==> config.mk <==
export PLATFORM = sky130hd
export DESIGN_NAME = bmseq_core
export DESIGN_NICKNAME = d
export VERILOG_FILES = /design/src/design/bmseq_core.v /design/src/design/bmseq_step_timer.v
export VERILOG_INCLUDE_DIRS = /design/src /design/src/design
export SDC_FILE = /design/constraint.sdc
export NUM_CORES = 1
export LEC_CHECK = 0
export BUFFER_PORTS_ARGS = -buffer_cell sky130_fd_sc_hd__buf_2
export CAP_MARGIN = 30
export CORE_MARGIN = 2
export CORE_UTILIZATION = 27
export CTS_CLUSTER_SIZE = 10
export DETAILED_ROUTE_END_ITERATION = 16
export PLACE_DENSITY = 0.49
export RECOVER_POWER = 50
export SYNTH_ARGS = -nofsm -noshare
export SYNTH_HDL_FRONTEND = slang
export SYNTH_SLANG_ARGS = --single-unit
==> constraint.sdc <==
create_clock -name clk -period 2.5 [get_ports clk]
set_input_delay 0 -clock clk [delete_from_list [all_inputs] [get_ports clk]]
set_output_delay 0 -clock clk [all_outputs]
set_load 0.01 [all_outputs]
==> src/design/bmseq_defines.vh <==
// constants for the block move sequencer: register widths and state timing
// assumes inclusion by bare name from the design files
`ifndef BMSEQ_DEFINES_VH
`define BMSEQ_DEFINES_VH
`define BMSEQ_ADDR_W 16
`define BMSEQ_DATA_W 8
`define BMSEQ_CNT_W 16
// fixed overhead states and states per byte, on-chip code
`define BMSEQ_BASE_STATES 8
`define BMSEQ_BYTE_STATES 4
// overhead split: setup before copying, tail after
`define BMSEQ_SETUP_STATES 4
`define BMSEQ_TAIL_STATES 4
`define BMSEQ_TMR_W 4
`endif

==> src/design/bmseq_core.v <==
// block move sequencer: copies bytes from source to destination pointer
// assumes a simple memory port with a one-cycle ready handshake
`timescale 1ns/1ps
`include "bmseq_defines.vh"
module bmseq_core #(
    parameter AW = `BMSEQ_ADDR_W,
    parameter CW = `BMSEQ_CNT_W
) (
    input wire clk,
    input wire arst_n,
    input wire start,
    input wire word_mode,
    input wire [CW-1:0] count_in,
    input wire [AW-1:0] src_in,
    input wire [AW-1:0] dst_in,
    input wire mem_ready,
    input wire [7:0] mem_rdata,
    output reg busy_q,
    output reg done_q,
    output reg mem_req_q,
    output reg mem_we_q,
    output reg [AW-1:0] mem_addr_q,
    output reg [7:0] mem_wdata_q,
    output reg [CW-1:0] count_q,
    output reg [AW-1:0] src_q,
    output reg [AW-1:0] dst_q
);
    localparam [5:0] S_IDLE = 6'h01;
    localparam [5:0] S_SETUP = 6'h02;
    localparam [5:0] S_READ = 6'h04;
    localparam [5:0] S_WRITE = 6'h08;
    localparam [5:0] S_PAD = 6'h10;
    localparam [5:0] S_TAIL = 6'h20;

    // timing walk with memory answering at once, c0 being the start edge:
    //   c0      start taken, registers loaded, timer armed for setup
    //   c1..c3  setup countdown, no memory traffic yet
    //   c4      first read issued at the source pointer
    //   c5      read answered, write issued at the destination pointer
    //   c6      write answered, pointers and count stepped, pad armed
    //   c7      pad state, waits for the timer
    //   c8      next read issued, so each byte costs four states
    // after the last byte the pad is stretched by the tail count, so the
    // done pulse lands close to the fixed overhead plus four per byte.
    // a zero count leaves setup straight for the pad and the tail, which
    // is a couple of states shorter than the full overhead; no memory
    // request is ever raised on that path.
    //
    // hazard: a slow memory holds ready low for any number of states; the
    // read and write states simply wait, so the total length is variable
    // and nothing downstream may assume the fixed figure in that case.
    //
    // limitation: only one access is outstanding at a time, so there is
    // no overlap of the write of one byte with the read of the next; the
    // four-state pace leaves room for that without buffering.

    // timer reloads, cut to the timer width on purpose
    localparam integer SETUP_I = `BMSEQ_SETUP_STATES - 1;
    localparam integer TAIL_I = `BMSEQ_TAIL_STATES - 1;
    // read and write take one state each when ready at once; pad fills to 4
    localparam integer PAD_I = `BMSEQ_BYTE_STATES - 3;
    localparam [3:0] SETUP_N = SETUP_I[3:0];
    localparam [3:0] TAIL_N = TAIL_I[3:0];
    localparam [3:0] PAD_N = PAD_I[3:0];

    reg [5:0] state_q;
    reg t_load;
    reg [3:0] t_val;
    wire t_done;

    // one shared timer paces setup, pad and tail; it steps every clock
    bmseq_step_timer #(.W(`BMSEQ_TMR_W)) u_tmr (
        .clk(clk),
        .arst_n(arst_n),
        .load(t_load),
        .load_val(t_val),
        .step(1'b1),
        .done_q(t_done)
    );

    // effective count: byte variant sees only the low byte
    wire [CW-1:0] eff_cnt = word_mode ? count_in : {{(CW-8){1'b0}}, count_in[7:0]};
    wire last_byte = (count_q == {{(CW-1){1'b0}}, 1'b1});

    // timer loads on entry to setup and on entry to pad from a write
    always @* begin
        t_load = 1'b0;
        t_val = 4'h0;
        if (state_q == S_IDLE && start) begin
            t_load = 1'b1;
            t_val = SETUP_N;
        end else if (state_q == S_WRITE && mem_ready && mem_req_q) begin
            t_load = 1'b1;
            t_val = last_byte ? TAIL_N + PAD_N : PAD_N;
        end
    end

    // main sequencer; condition flags are not part of this block at all
    always @(posedge clk or negedge arst_n) begin
        if (!arst_n) begin
            state_q <= S_IDLE;
            busy_q <= 1'b0;
            done_q <= 1'b0;
            mem_req_q <= 1'b0;
            mem_we_q <= 1'b0;
            mem_addr_q <= {AW{1'b0}};
            mem_wdata_q <= 8'h00;
            count_q <= {CW{1'b0}};
            src_q <= {AW{1'b0}};
            dst_q <= {AW{1'b0}};
        end else begin
            done_q <= 1'b0;
            case (state_q)
                // waits for a start; a start while busy never reaches here
                S_IDLE: begin
                    if (start) begin
                        busy_q <= 1'b1;
                        count_q <= eff_cnt;
                        src_q <= src_in;
                        dst_q <= dst_in;
                        state_q <= S_SETUP;
                    end
                end
                // fixed setup overhead before any memory traffic
                S_SETUP: begin
                    if (t_done) begin
                        if (count_q == {CW{1'b0}}) begin
                            // skip straight to the pad, then the tail, with nothing moved
                            state_q <= S_PAD;
                        end else begin
                            mem_req_q <= 1'b1;
                            mem_we_q <= 1'b0;
                            mem_addr_q <= src_q;
                            state_q <= S_READ;
                        end
                    end
                end
                // read of the source byte, held until memory answers
                S_READ: begin
                    // slow-clock memory holds ready low; just wait
                    if (mem_ready) begin
                        mem_we_q <= 1'b1;
                        mem_addr_q <= dst_q;
                        mem_wdata_q <= mem_rdata;
                        state_q <= S_WRITE;
                    end
                end
                // write of the byte just read, then step the registers
                S_WRITE: begin
                    if (mem_ready) begin
                        mem_req_q <= 1'b0;
                        mem_we_q <= 1'b0;
                        src_q <= src_q + {{(AW-1){1'b0}}, 1'b1};
                        dst_q <= dst_q + {{(AW-1){1'b0}}, 1'b1};
                        count_q <= count_q - {{(CW-1){1'b0}}, 1'b1};
                        state_q <= S_PAD;
                    end
                end
                // fills each byte to its four states; also carries the tail
                S_PAD: begin
                    if (t_done) begin
                        if (count_q != {CW{1'b0}}) begin
                            mem_req_q <= 1'b1;
                            mem_addr_q <= src_q;
                            state_q <= S_READ;
                        end else begin
                            state_q <= S_TAIL;
                        end
                    end
                end
                // one-cycle done pulse; a new start may follow at once
                S_TAIL: begin
                    busy_q <= 1'b0;
                    done_q <= 1'b1;
                    state_q <= S_IDLE;
                end
                // illegal code: recover to idle rather than hang
                default: begin
                    state_q <= S_IDLE;
                end
            endcase
        end
    end
endmodule // bmseq_core

==> src/design/bmseq_step_timer.v <==
// state counter used to pace the sequencer phases
// assumes one clock, asynchronous active-low reset
`timescale 1ns/1ps
module bmseq_step_timer #(
    parameter W = 4
) (
    input wire clk,
    input wire arst_n,
    input wire load,
    input wire [W-1:0] load_val,
    input wire step,
    output reg done_q
);
    reg [W-1:0] cnt_q;
    // counts down on each step; done while zero
    always @(posedge clk or negedge arst_n) begin
        if (!arst_n) begin
            cnt_q <= {W{1'b0}};
            done_q <= 1'b1;
        end else if (load) begin
            cnt_q <= load_val;
            done_q <= (load_val == {W{1'b0}});
        end else if (step && cnt_q != {W{1'b0}}) begin
            cnt_q <= cnt_q - {{(W-1){1'b0}}, 1'b1};
            done_q <= (cnt_q == {{(W-1){1'b0}}, 1'b1});
        end
    end
endmodule // bmseq_step_timer

### Yosys cells after proc, flatten, opt, wreduce, memory -nomap -nowiden

Index checks and enable logic that the tools add are counted.

* flip-flop bits (word level): 87
* latch bits: 0
* RAM bits: 0
* memory bits (read-only): 0
* bits of input ports: 61
* output and inout bits: 76
* memories: 0

* $add $sub $neg: 4
* multiply operators: 0
* div/mod/pow operators: 0
* $lt $le $gt $ge: 0
* equal/unequal tests: 15
* shifts and indexed selects: 0
* mux-type cells: 46
* bitwise logic cells: 0
* reduce and logical (&&, ||, !) cells: 20

Operators with widths (number)
* $mux W16: 12
* $pmux W16 S2: 3
* $pmux W16 S3: 1
* $mux W6: 6
* $add A16 B1 Y16 const B: 2
* $pmux W6 S5: 1
* $eq A16 B1 Y1 const B: 1
* $logic_not A16 Y1: 1
* $reduce_bool A16 Y1: 1
* $sub A16 B1 Y16 const B: 1
* $mux W1: 14
* $reduce_and A6 Y1: 2
* $ne A2 B2 Y1 const B: 5
* $reduce_and A5 Y1: 2
* $mux W3: 3
* $reduce_bool A3 Y1: 3
* $mux W4: 2
* $eq A6 B1 Y1 const B: 1
* $eq A6 B2 Y1 const B: 1
* $eq A6 B3 Y1 const B: 1
* $eq A6 B4 Y1 const B: 1
* $eq A6 B5 Y1 const B: 1
* $eq A6 B6 Y1 const B: 1
* $pmux W1 S3: 2
* other kinds (11): 17

### Depth between registers and ports, before layout

Gate-level depths: netlist of the first run.

* depth after elaboration: 7
* gate-level depth with buffers: 9

### By module

Synthesis of the first run repeated with hierarchy kept, for this count alone.

* cell total of the unflattened synthesis: 539
* area, all modules: 4855.9 um^2

By module, submodules not included
* bmseq_core: times used 1, cells each 503, area an instance 4528.1 um^2, sequential area each 2053.2 um^2
* bmseq_step_timer: times used 1, cells each 36, area an instance 327.8 um^2, sequential area each 126.4 um^2

### Worst setup path before layout of the first run

OpenSTA, ideal clock, no wires.

* path type: register to register
* from: reg state_q[0]
* to: reg count_q[1]
* library setup time: 0.124 ns
* arrival: 2.114 ns
* setup slack: 0.262 ns
* cell stages (with the launch flop): 8
* buffers on the path: 2
* clock period less this slack: 2.238 ns
* cell sequence: dfstp_2 or4b_4 or3_4 a211o_1 buf_6 buf_6 a211oi_2 a21oi_1

* word-level cells in the longest chain between the ends: 3
* elaborated cells between the ends (all ways): 7

RTL lines
* from (decl): line bmseq_core.v:66 `reg [5:0] state_q;`
* from (signal assigned): line bmseq_core.v:101 `state_q <= S_IDLE;`
* from (signal assigned): line bmseq_core.v:121 `state_q <= S_SETUP;`
* from (signal assigned): line bmseq_core.v:129 `state_q <= S_PAD;`
* $eq A6 B4 Y1 or $eq A6 B1 Y1 (tied branches): line bmseq_core.v:113 `case (state_q)`
* $ne A2 B2 Y1 (no line) or $reduce_bool A2 Y1 (tied branches)
* $reduce_and A3 Y1 (no line)
* to (signal assigned): line bmseq_core.v:108 `count_q <= {CW{1'b0}};`
* to (signal assigned): line bmseq_core.v:118 `count_q <= eff_cnt;`
* to (signal assigned): line bmseq_core.v:155 `count_q <= count_q - {{(CW-1){1'b0}}, 1'b1};`
* to (decl): line bmseq_core.v:24 `output reg [CW-1:0] count_q,`

Several ways; a longest one is shown, not always the timed one.
A chain may end at the register's enable or synchronous reset.

### Worst setup path after layout of the first run

* from: reg state_q[0]
* to: reg src_q[0]

* word-level cells in the longest chain between the ends: 3
* elaborated cells between the ends (all ways): 7

RTL lines
* $eq A6 B4 Y1 or $eq A6 B1 Y1 (tied branches): line bmseq_core.v:113
* $ne A2 B2 Y1 (no line) or $reduce_bool A2 Y1 (tied branches)
* $reduce_and A3 Y1 (no line)
* to (signal assigned): line bmseq_core.v:109 `src_q <= {AW{1'b0}};`
* to (signal assigned): line bmseq_core.v:119 `src_q <= src_in;`
* to (signal assigned): line bmseq_core.v:153 `src_q <= src_q + {{(AW-1){1'b0}}, 1'b1};`
* to (decl): line bmseq_core.v:25 `output reg [AW-1:0] src_q,`

Several ways; a longest one is shown, not always the timed one.

==> results of run 1 <==
kinds of logic after synthesis:
group | share of synthesized area [%]
AO/OA/AOI/OAI | 24.53
XOR/XNOR | 0.5284
adder cells (fa/ha/maj) | 2.013
buffers and inverters | 5.132
flip-flops | 43.82
multiplexers | 2.214
AND/OR/NAND/NOR | 21.76
power by group:
part           total [mW]  leakage [nW]  internal, mW  switching [mW]
logic                3.46          1.66          1.56            1.89
clock network        1.31         0.126         0.680           0.629
registers            2.85          1.04          2.02           0.826
total                7.61          2.83          4.26            3.35
layer usage:
layer / up-vias / track usage [%] / part of all wire (%)
met4: 0 / 7.789 / 2.7
li1: 2409 / - / -
met1: 2415 / 22.90 / 46
met2: 140 / 27.03 / 47
met5: - / 0 / 0
met3: 32 / 2.925 / 4.7
final timing paths:
path	endpoint	start	cells after the start
min in group asynchronous	mem_wdata_q[4]$_DFFE_PN0P_	arst_n	2
worst min-delay path	count_q[4]$_DFFE_PN0P_	count_in[4]	4
worst max register to register	src_q[0]$_DFFE_PN0P_	state_q[0]$_DFFE_PN1P_	6
worst max-delay path	src_q[0]$_DFFE_PN0P_	state_q[0]$_DFFE_PN1P_	6
worst min register to register	u_tmr.done_q$_DFFE_PN1P_	u_tmr.cnt_q[3]$_DFFE_PN0P_	1
max in group asynchronous	mem_addr_q[10]$_DFFE_PN0P_	arst_n	3
worst max-delay path: stages, from the launching register on:
cell	delay (ps)
dfstp_2	560
or4b_4	480
or3_4	370
a211o_1	340
buf_12	180
or3_1	310
nand3_1	80
cell usage after synthesis, types with 4 or more instances:
master,instances
a22o_1,4
or3_1,8
ha_1,8
and3_1,8
nand4_1,11
buf_2,8
buf_1,7
nand2_1,67
o21ai_0,20
mux2_2,8
o22ai_1,11
a22oi_1,7
a31oi_1,24
nor2_4,4
nor3_1,13
a2bb2oi_2,11
a21oi_1,45
clkbuf_1,20
nand3_1,22
a21oi_2,6
dfrtp_1,85
inv_1,12
a2bb2oi_1,5
o21ai_1,23
nor4_1,6
nor2_1,46
through the flow:
stage	instances	hold WS (ps)	setup slack, ps	power [mW]
floorplan	553	-295.6	261.7	4.982
global placement	907	99.35	154.6	6.285
detailed placement	907	104.6	128.1	6.348
CTS	968	0.3399	110.8	7.734
global route	968	16.44	9.250	8.182
finish	968	4.688	108.3	7.615
layout make-up:
type	count	area [sq um]	share of cell area (%)
clock buffers	10	229.0	3.445
clock inverters	6	45.04	0.6777
inverters	12	45.04	0.6777
multi-input cells	413	2551	38.38
flip-flops and latches	87	2180	32.79
well taps	229	286.5	4.311
repair buffers	211	1310	19.71
placed cells by master (no fill, tap or decap), drive strengths merged, types with 4 or more instances in the layout:
| master | netlist | final |
|---|---|---|
| o21ai | 43 | 43 |
| or4 | 4 | 4 |
| inv | 12 | 14 |
| ha | 8 | 8 |
| nand4 | 11 | 11 |
| clkbuf | 20 | 66 |
| a21oi | 51 | 51 |
| and3 | 8 | 8 |
| nor3 | 13 | 13 |
| a22o | 4 | 4 |
| or3 | 9 | 9 |
| dlygate4sd3 | 0 | 45 |
| nand3 | 22 | 22 |
| nor4 | 7 | 7 |
| nand2 | 67 | 67 |
| buf | 21 | 110 |
| nor2 | 51 | 51 |
| a22oi | 7 | 7 |
| dfrtp | 85 | 85 |
| a2bb2oi | 16 | 16 |
| a31oi | 24 | 24 |
| mux2 | 8 | 8 |
| o22ai | 11 | 11 |
state kept, by name, indices dropped and copies added, names as in the netlist, 4 cells and up:
register and cells:
count_q 16, dst_q 16, mem_addr_q 16, mem_wdata_q 8
src_q 16, state_q 6, u_tmr.cnt_q 4
==> results.ini, run 1 <==
[clocking]
cts-buffers-inserted = 9
cts_tree = yes
clk_latency_ps = 360
cts_setup_buffers = 0
clockRootBuffer = clkbuf_16
cts_sinks = 87
cts_hold_buffers = 45
cts_buffer_depth = 2
cts_resized = 0
cts_max_level = 3
clk_pin_slew_worst_paths_ps = 70

[place]
port_buffers = 136
hpwl_um = 11930
gp_congestion = 0.8495
placed_area_sq_mm = 0.006008

[critical_path]
crit_fanout = 19
critPathKind = reg2reg
crit_arrival_ps = 2690
cp-start-kind = flop
crit_path_end_kind = flop
r2r_slack_ps = 110
worstPathRequired_ps = 2790

[timing]
max-slew-margin-rel_pct = 9.141
finalHoldViolCount = 0
min_period_ps = 2392
rsz0062_at_grt = no
min_period_over_period_pct = 95.67
setup_tns_ps = 0
clock_skew_ps = 8.185
slew_viol_final = 0
clock.fmax_mhz = 418.1
setup_viol = 0
tightest_slew_ps = 1363

[detailed_routing]
viasPerCell = 5.161
drtAntennaViolNets = 0
drt_first_pass_iters = 5
drt-initial-drc-count = 293
num_vias = 4996
post-route-drc-count = 0
routed_wl_um = 16430
wl_per_cell_um = 16.98

[global_route]
grt_usage_pct = 17.09
grt_pass1_wl_um = 26720
antenna_found_initial = 0
grt_max_degree = 58
first_global_vias = 5027
grt_overflow = 0

[die]
io_pins = 137
die_h_um = 139.7
core.rowCount = 49
coreArea_sq_mm = 0.01802
start_util_pct = 27.59
die_w_um = 139.7
die-area_sq_mm = 0.01952

[finish]
fin_util_pct = 36.87
area_delta_synth_final_pct = 33.64
fillCellCount = 1890
drive_gt1_share_pct = 23.41
n_antenna_cell = 0
fin_nets = 803
final_cell_area_sq_mm = 0.006646

[synth]
ys_types = 66
ys_ff_latch = 87
ys_async_sr_fraction_pct = 100.0
synth-seq-area-share_pct = 43.82
yosys.area.top_type = dfrtp_1
yosys.area.top_type_share_pct = 42.77
yosysWarningCount = 0
syn_inst = 553
yosys-top-cells-area = dfrtp_1 (43%), nand2_1 (5.1%), a21oi_1 (4.5%), nor2_1 (3.5%), a2bb2oi_2 (3.3%)
ys.flop_type = dfrtp_1
avgSynthCellArea_sq_um = 8.994
synth_edf_count = 0
synthesis.nets = 622
netlist_area_sq_mm = 0.004974

[pwr]
vdd_drop_max_uv = 487.7
leakagePower_nw = 2.827
power_density_mw_per_mm2 = 1146

[worst_hold_path]
hold_class = in2reg

[run_status]
status = finished, final reports clean

[run]
drv_cap = 0

No activity file was read; power rests on OpenSTA's default activity.
==> run 2: changes to the inputs <==
--- a/config.mk
+++ b/config.mk
@@ -9,10 +9,10 @@
 export BUFFER_PORTS_ARGS = -buffer_cell sky130_fd_sc_hd__buf_2
 export CAP_MARGIN = 30
 export CORE_MARGIN = 2
-export CORE_UTILIZATION = 27
+export CORE_UTILIZATION = 40
 export CTS_CLUSTER_SIZE = 10
 export DETAILED_ROUTE_END_ITERATION = 16
-export PLACE_DENSITY = 0.49
+export PLACE_DENSITY = 0.66
 export RECOVER_POWER = 50
 export SYNTH_ARGS = -nofsm -noshare
 export SYNTH_HDL_FRONTEND = slang
==> run 2 against run 1 <==
  * Register-to-register slack about the same
  * Maximum frequency decreased by 0.38%
  * Final cell count decreased by 7.2%
  * Core utilization increased by 18 points
  * Critical path type unchanged
  * Largest cell class unchanged
  * Highest routed layer unchanged
==> results.ini, run 2 (synthesis gave the netlist of run 1 again) <==
[run_status]
status = finished, final reports clean

[global_route]
grt_overflow = 0
gr-usage-met2_pct = 36.02
grt_usage_pct = 23.35
grt_max_degree = 75
use_met1_pct = 31.60
antenna_found_initial = 1
met3_usage_pct = 4.655
grt_pass1_wl_um = 24520
grt.busiest_layer = met2
first_global_vias = 4928

[run]
drv_cap = 0

[timing]
setup_tns_ps = 0
worst_slack_ps = 99.12
finalHoldViolCount = 0
clock_skew_ps = 9.080
tightest_slew_ps = 1031
setup_viol = 0
min_period_over_period_pct = 96.04
clock.fmax_mhz = 416.5
fin_hold_ws_ps = 4.364
rsz0062_at_grt = no
min_period_ps = 2401
slew_viol_final = 0
max-slew-margin-rel_pct = 31.28

[critical_path]
reg2reg_to = count_q[4]$_DFFE_PN0P_
crit_path_end_kind = flop
r2r_cells = 6
worstPathRequired_ps = 2730
crit_chain = or4b_4 -> or3_4 -> a211oi_4 -> buf_4 -> o21ai_1 -> a22o_1
cp_slowest_stage_delay_ps = 560
critPathKind = reg2reg
crit_slowest_cell = dfstp_2
timing.rr.start = state_q[0]$_DFFE_PN1P_
r2r_slack_ps = 100
cp-start-kind = flop
crit_arrival_ps = 2630
crit_fanout = 19

[detailed_routing]
num_vias = 5172
routed_wl_um = 15460
wl_per_cell_um = 17.22
drtAntennaViolNets = 0
viasPerCell = 5.759
post-route-drc-count = 0
drt_first_pass_iters = 5
drt-initial-drc-count = 372

[die]
start_util_pct = 41.23
die-area_sq_mm = 0.01334
coreArea_sq_mm = 0.01206
core.rowCount = 40
die_w_um = 115.5
die_h_um = 115.5
io_pins = 137

[finish]
area_delta_synth_final_pct = 31.87
drive_gt1_share_pct = 25.10
fillCellCount = 1116
fin_util_pct = 54.38
layout_commonest_cell = buf_2
fin_nets = 793
final_cell_mix = buf_2 (98), dfrtp_1 (85), nand2_1 (67)
fin_cells = 898
final_cell_area_sq_mm = 0.006559

[pwr]
finalPower_mw = 7.666
vdd_drop_max_uv = 506.4
leakagePower_nw = 2.843
power_density_mw_per_mm2 = 1169

[place]
port_buffers = 136
dp_slack_ps = 101.9
gp_congestion = 0.9247
placed_area_sq_mm = 0.005892
dpl.cell_count = 839
hpwl_um = 10760

[clocking]
cts_sinks = 87
clk_latency_ps = 340
clockRootBuffer = clkbuf_16
cts_max_level = 3
cts-buffers-inserted = 9
cts_tree = yes
clk_pin_slew_worst_paths_ps = 70
cts_buffer_depth = 2
cts_setup_buffers = 0

[worst_hold_path]
hold_class = in2reg
hold_start = dst_in[14]
whs_endpoint = dst_q[14]$_DFFE_PN0P_
min_path_cells = 3

## run 2: what timing repair did
action	CTS	global route
resized for setup	0	2
endpoints found under the hold margin	128	0
endpoints found under the setup margin	0	5
hold buffers	42	0
## run 2: worst max-delay path by stage
| stage | start | end | slack (ps) | depth (start not counted) |
|---|---|---|---|---|
| final | state_q[0]$_DFFE_PN1P_ | count_q[4]$_DFFE_PN0P_ | 100 | 6 |
| after global routing | state_q[0]$_DFFE_PN1P_ | count_q[2]$_DFFE_PN0P_ | 1 | 6 |
| after CTS | state_q[1]$_DFFE_PN0P_ | dst_q[6]$_DFFE_PN0P_ | 60 | 7 |
| after detailed placement | state_q[1]$_DFFE_PN0P_ | dst_q[0]$_DFFE_PN0P_ | 100 | 6 |
| after global placement | state_q[1]$_DFFE_PN0P_ | dst_q[0]$_DFFE_PN0P_ | 130 | 6 |
| after floorplan | state_q[0]$_DFFE_PN1P_ | count_q[1]$_DFFE_PN0P_ | 260 | 7 |
## run 2: layout make-up
type	instances	area (sq um)	area share, %
diodes	1	2.502	0.03815
repair buffers	201	1267	19.32
clock buffers	10	229.0	3.491
clock inverters	6	71.32	1.087
well taps	168	210.2	3.205
multi-input cells	413	2554	38.94
flip-flops and latches	87	2180	33.23
inverters	12	45.04	0.6868
## run 2: critical path: cells and delay by family (launching register included)
kind / cells / cell delay, ps
flops: 1 / 560
simple gates: 2 / 870
buf+inv: 1 / 270
compound gates: 3 / 600
## run 2: metal layers
metal  up-vias  share of wire (%)  routed length [um]
li1       2380                  -                   -
met1      2511                 43                6718
met2       235                 47                7224
met3        46                6.4                 987
met4         0                3.4                 533
met5         -                  0                   0
## run 2: power breakdown
| part | leakage [nW] | switching, mW | internal (mW) |
|---|---|---|---|
| registers | 1.04 | 0.856 | 2.03 |
| clock network | 0.139 | 0.585 | 0.780 |
| logic | 1.66 | 1.86 | 1.56 |
==> run 3: changes to the inputs <==
--- a/config.mk
+++ b/config.mk
@@ -8,6 +8,7 @@
 export LEC_CHECK = 0
 export BUFFER_PORTS_ARGS = -buffer_cell sky130_fd_sc_hd__buf_2
 export CAP_MARGIN = 30
+export CORE_ASPECT_RATIO = 0.9
 export CORE_MARGIN = 2
 export CORE_UTILIZATION = 40
 export CTS_CLUSTER_SIZE = 10
==> run 3 against run 2 <==
  * Worst setup slack lost 11 ps
  * Clock-buffer cell count shrank 1
  * Maximum frequency shrank 0.44%
  * Clock power is essentially flat
  * Wire length shrank 1.4%
  * Non-clock buffer count grew 10
  * Core utilization grew 0.35 points
  * Die area is essentially flat
==> results.ini, run 3 (synthesis gave the netlist of run 1 again) <==
[run_status]
status = finished, final reports clean

[finish]
layout_commonest_cell = dfrtp_1
n_antenna_cell = 0
fin_util_pct = 54.72
final_cell_area_sq_mm = 0.006609
drive_gt1_share_pct = 24.22
fin_nets = 803
final_cell_mix = dfrtp_1 (85), buf_2 (83), nand2_1 (67)
area_delta_synth_final_pct = 32.88

[detailed_routing]
wl_met2_um = 7354
drt-met1-wl_um = 6655
wl_met3_um = 1089
drtAntennaViolNets = 0
routed_wl_um = 15240
num_vias = 5056
post-route-drc-count = 0
drt-initial-drc-count = 395
drt_first_pass_iters = 7
maxUsedRoutingLayer = met4
wl_per_cell_um = 16.95
viasPerCell = 5.624

[die]
die_w_um = 121.5
core.rowCount = 38
start_util_pct = 41.18
io_pins = 137
coreArea_sq_mm = 0.01208
die-area_sq_mm = 0.01334
die_h_um = 109.8

[global_route]
grt_overflow = 0
first_global_vias = 4682
antenna_found_initial = 0
grt_pass1_wl_um = 24110
grt_usage_pct = 23.05
grt_max_degree = 54

[critical_path]
crit_fanout = 35
crit_path_end_kind = flop
r2r_slack_ps = 90
r2r_cells = 7
worstPathRequired_ps = 2770
crit_chain = or4b_4 -> or3_4 -> a211o_1 -> buf_12 -> buf_4 -> a21oi_2 -> a2bb2oi_2
critPathKind = reg2reg
cp_slowest_stage_delay_ps = 560
crit_arrival_ps = 2680
crit_slowest_cell = dfstp_2
cp-start-kind = flop

[timing]
clock.fmax_mhz = 414.7
slew_viol_final = 0
clock_skew_ps = 6.456
tightest_slew_ps = 1343
rsz0062_at_grt = no
setup_viol = 0
finalHoldViolCount = 0
min_period_over_period_pct = 96.46
max-slew-margin-rel_pct = 10.45
setup_tns_ps = 0
min_period_ps = 2412
fin_hold_ws_ps = 7.856

[pwr]
power_density_mw_per_mm2 = 1175
vdd_drop_max_uv = 517.7
leakagePower_nw = 2.862

[clocking]
cts_tree = yes
cts_sinks = 87
cts-buffers-inserted = 9
clk_latency_ps = 340
clk_pin_slew_worst_paths_ps = 70
cts_buffer_depth = 2
clockRootBuffer = clkbuf_16
cts_max_level = 3

[place]
gp_congestion = 0.9032
port_buffers = 136
hpwl_um = 10740
placed_area_sq_mm = 0.005949

[worst_hold_path]
min_path_cells = 3
hold_class = in2reg

[run]
drv_cap = 0

==> run 3: worst paths after layout <==
| kind | to | from |
|---|---|---|
| worst min-delay path | dst_q[5]$_DFFE_PN0P_ | dst_in[5] |
| min in group asynchronous | mem_wdata_q[2]$_DFFE_PN0P_ | arst_n |
| max in group asynchronous | src_q[5]$_DFFE_PN0P_ | arst_n |
| worst max-delay path | src_q[8]$_DFFE_PN0P_ | state_q[0]$_DFFE_PN1P_ |
| worst min register to register | u_tmr.done_q$_DFFE_PN1P_ | u_tmr.cnt_q[3]$_DFFE_PN0P_ |
| worst max register to register | src_q[8]$_DFFE_PN0P_ | state_q[0]$_DFFE_PN1P_ |
==> run 3: repair_timing <==
| item | 4_1_cts | 5_1_grt |
|---|---|---|
| setup endpoints to repair | 0 | 5 |
| buffers inserted | 0 | 1 |
| gates resized for setup | 0 | 2 |
| hold buffers | 41 | 0 |
| endpoints found under the hold margin | 90 | 0 |
==> run 3: worst max-delay path: cells and delay by family, from the launching register on <==
| kind | cells | cell delay [ps] |
|---|---|---|
| buffers and inverters | 2 | 370 |
| and+or+nand+nor | 2 | 850 |
| AOI/OAI and AO/OA | 3 | 550 |
| DFF | 1 | 560 |
==> run 3: through the flow <==
stage / setup slack, ps / power, mW / std cells
detailed placement: 100.5 / 6.340 / 840
finish: 88.43 / 7.766 / 899
CTS: 85.18 / 7.794 / 897
global route: 8.177 / 8.290 / 899
global placement: 167.2 / 6.213 / 840
floorplan: 261.7 / 4.982 / 553
==> run 3: routing by layer <==
layer,global-route usage (%),vias to the layer above
li1,-,2402
met1,31.06,2423
met2,37.28,221
met3,5.654,10
met4,6.240,0
met5,0,-
==> run 3: cell type report <==
class | count | area [sq um]
clock inverters | 7 | 77.57
multi-input cells | 413 | 2557
well taps | 160 | 200.2
clock buffers | 9 | 225.2
inverters | 12 | 45.04
repair buffers | 211 | 1324
fillers | 1143 | 5468
flip-flops and latches | 87 | 2180
==> run 3: where the power goes <==
group | switching (mW) | total [mW] | leakage (nW) | internal, mW
clock network | 0.595 | 1.38 | 0.147 | 0.785
registers | 0.856 | 2.88 | 1.04 | 2.02
logic | 1.89 | 3.51 | 1.67 | 1.62
total | 3.34 | 7.77 | 2.86 | 4.43
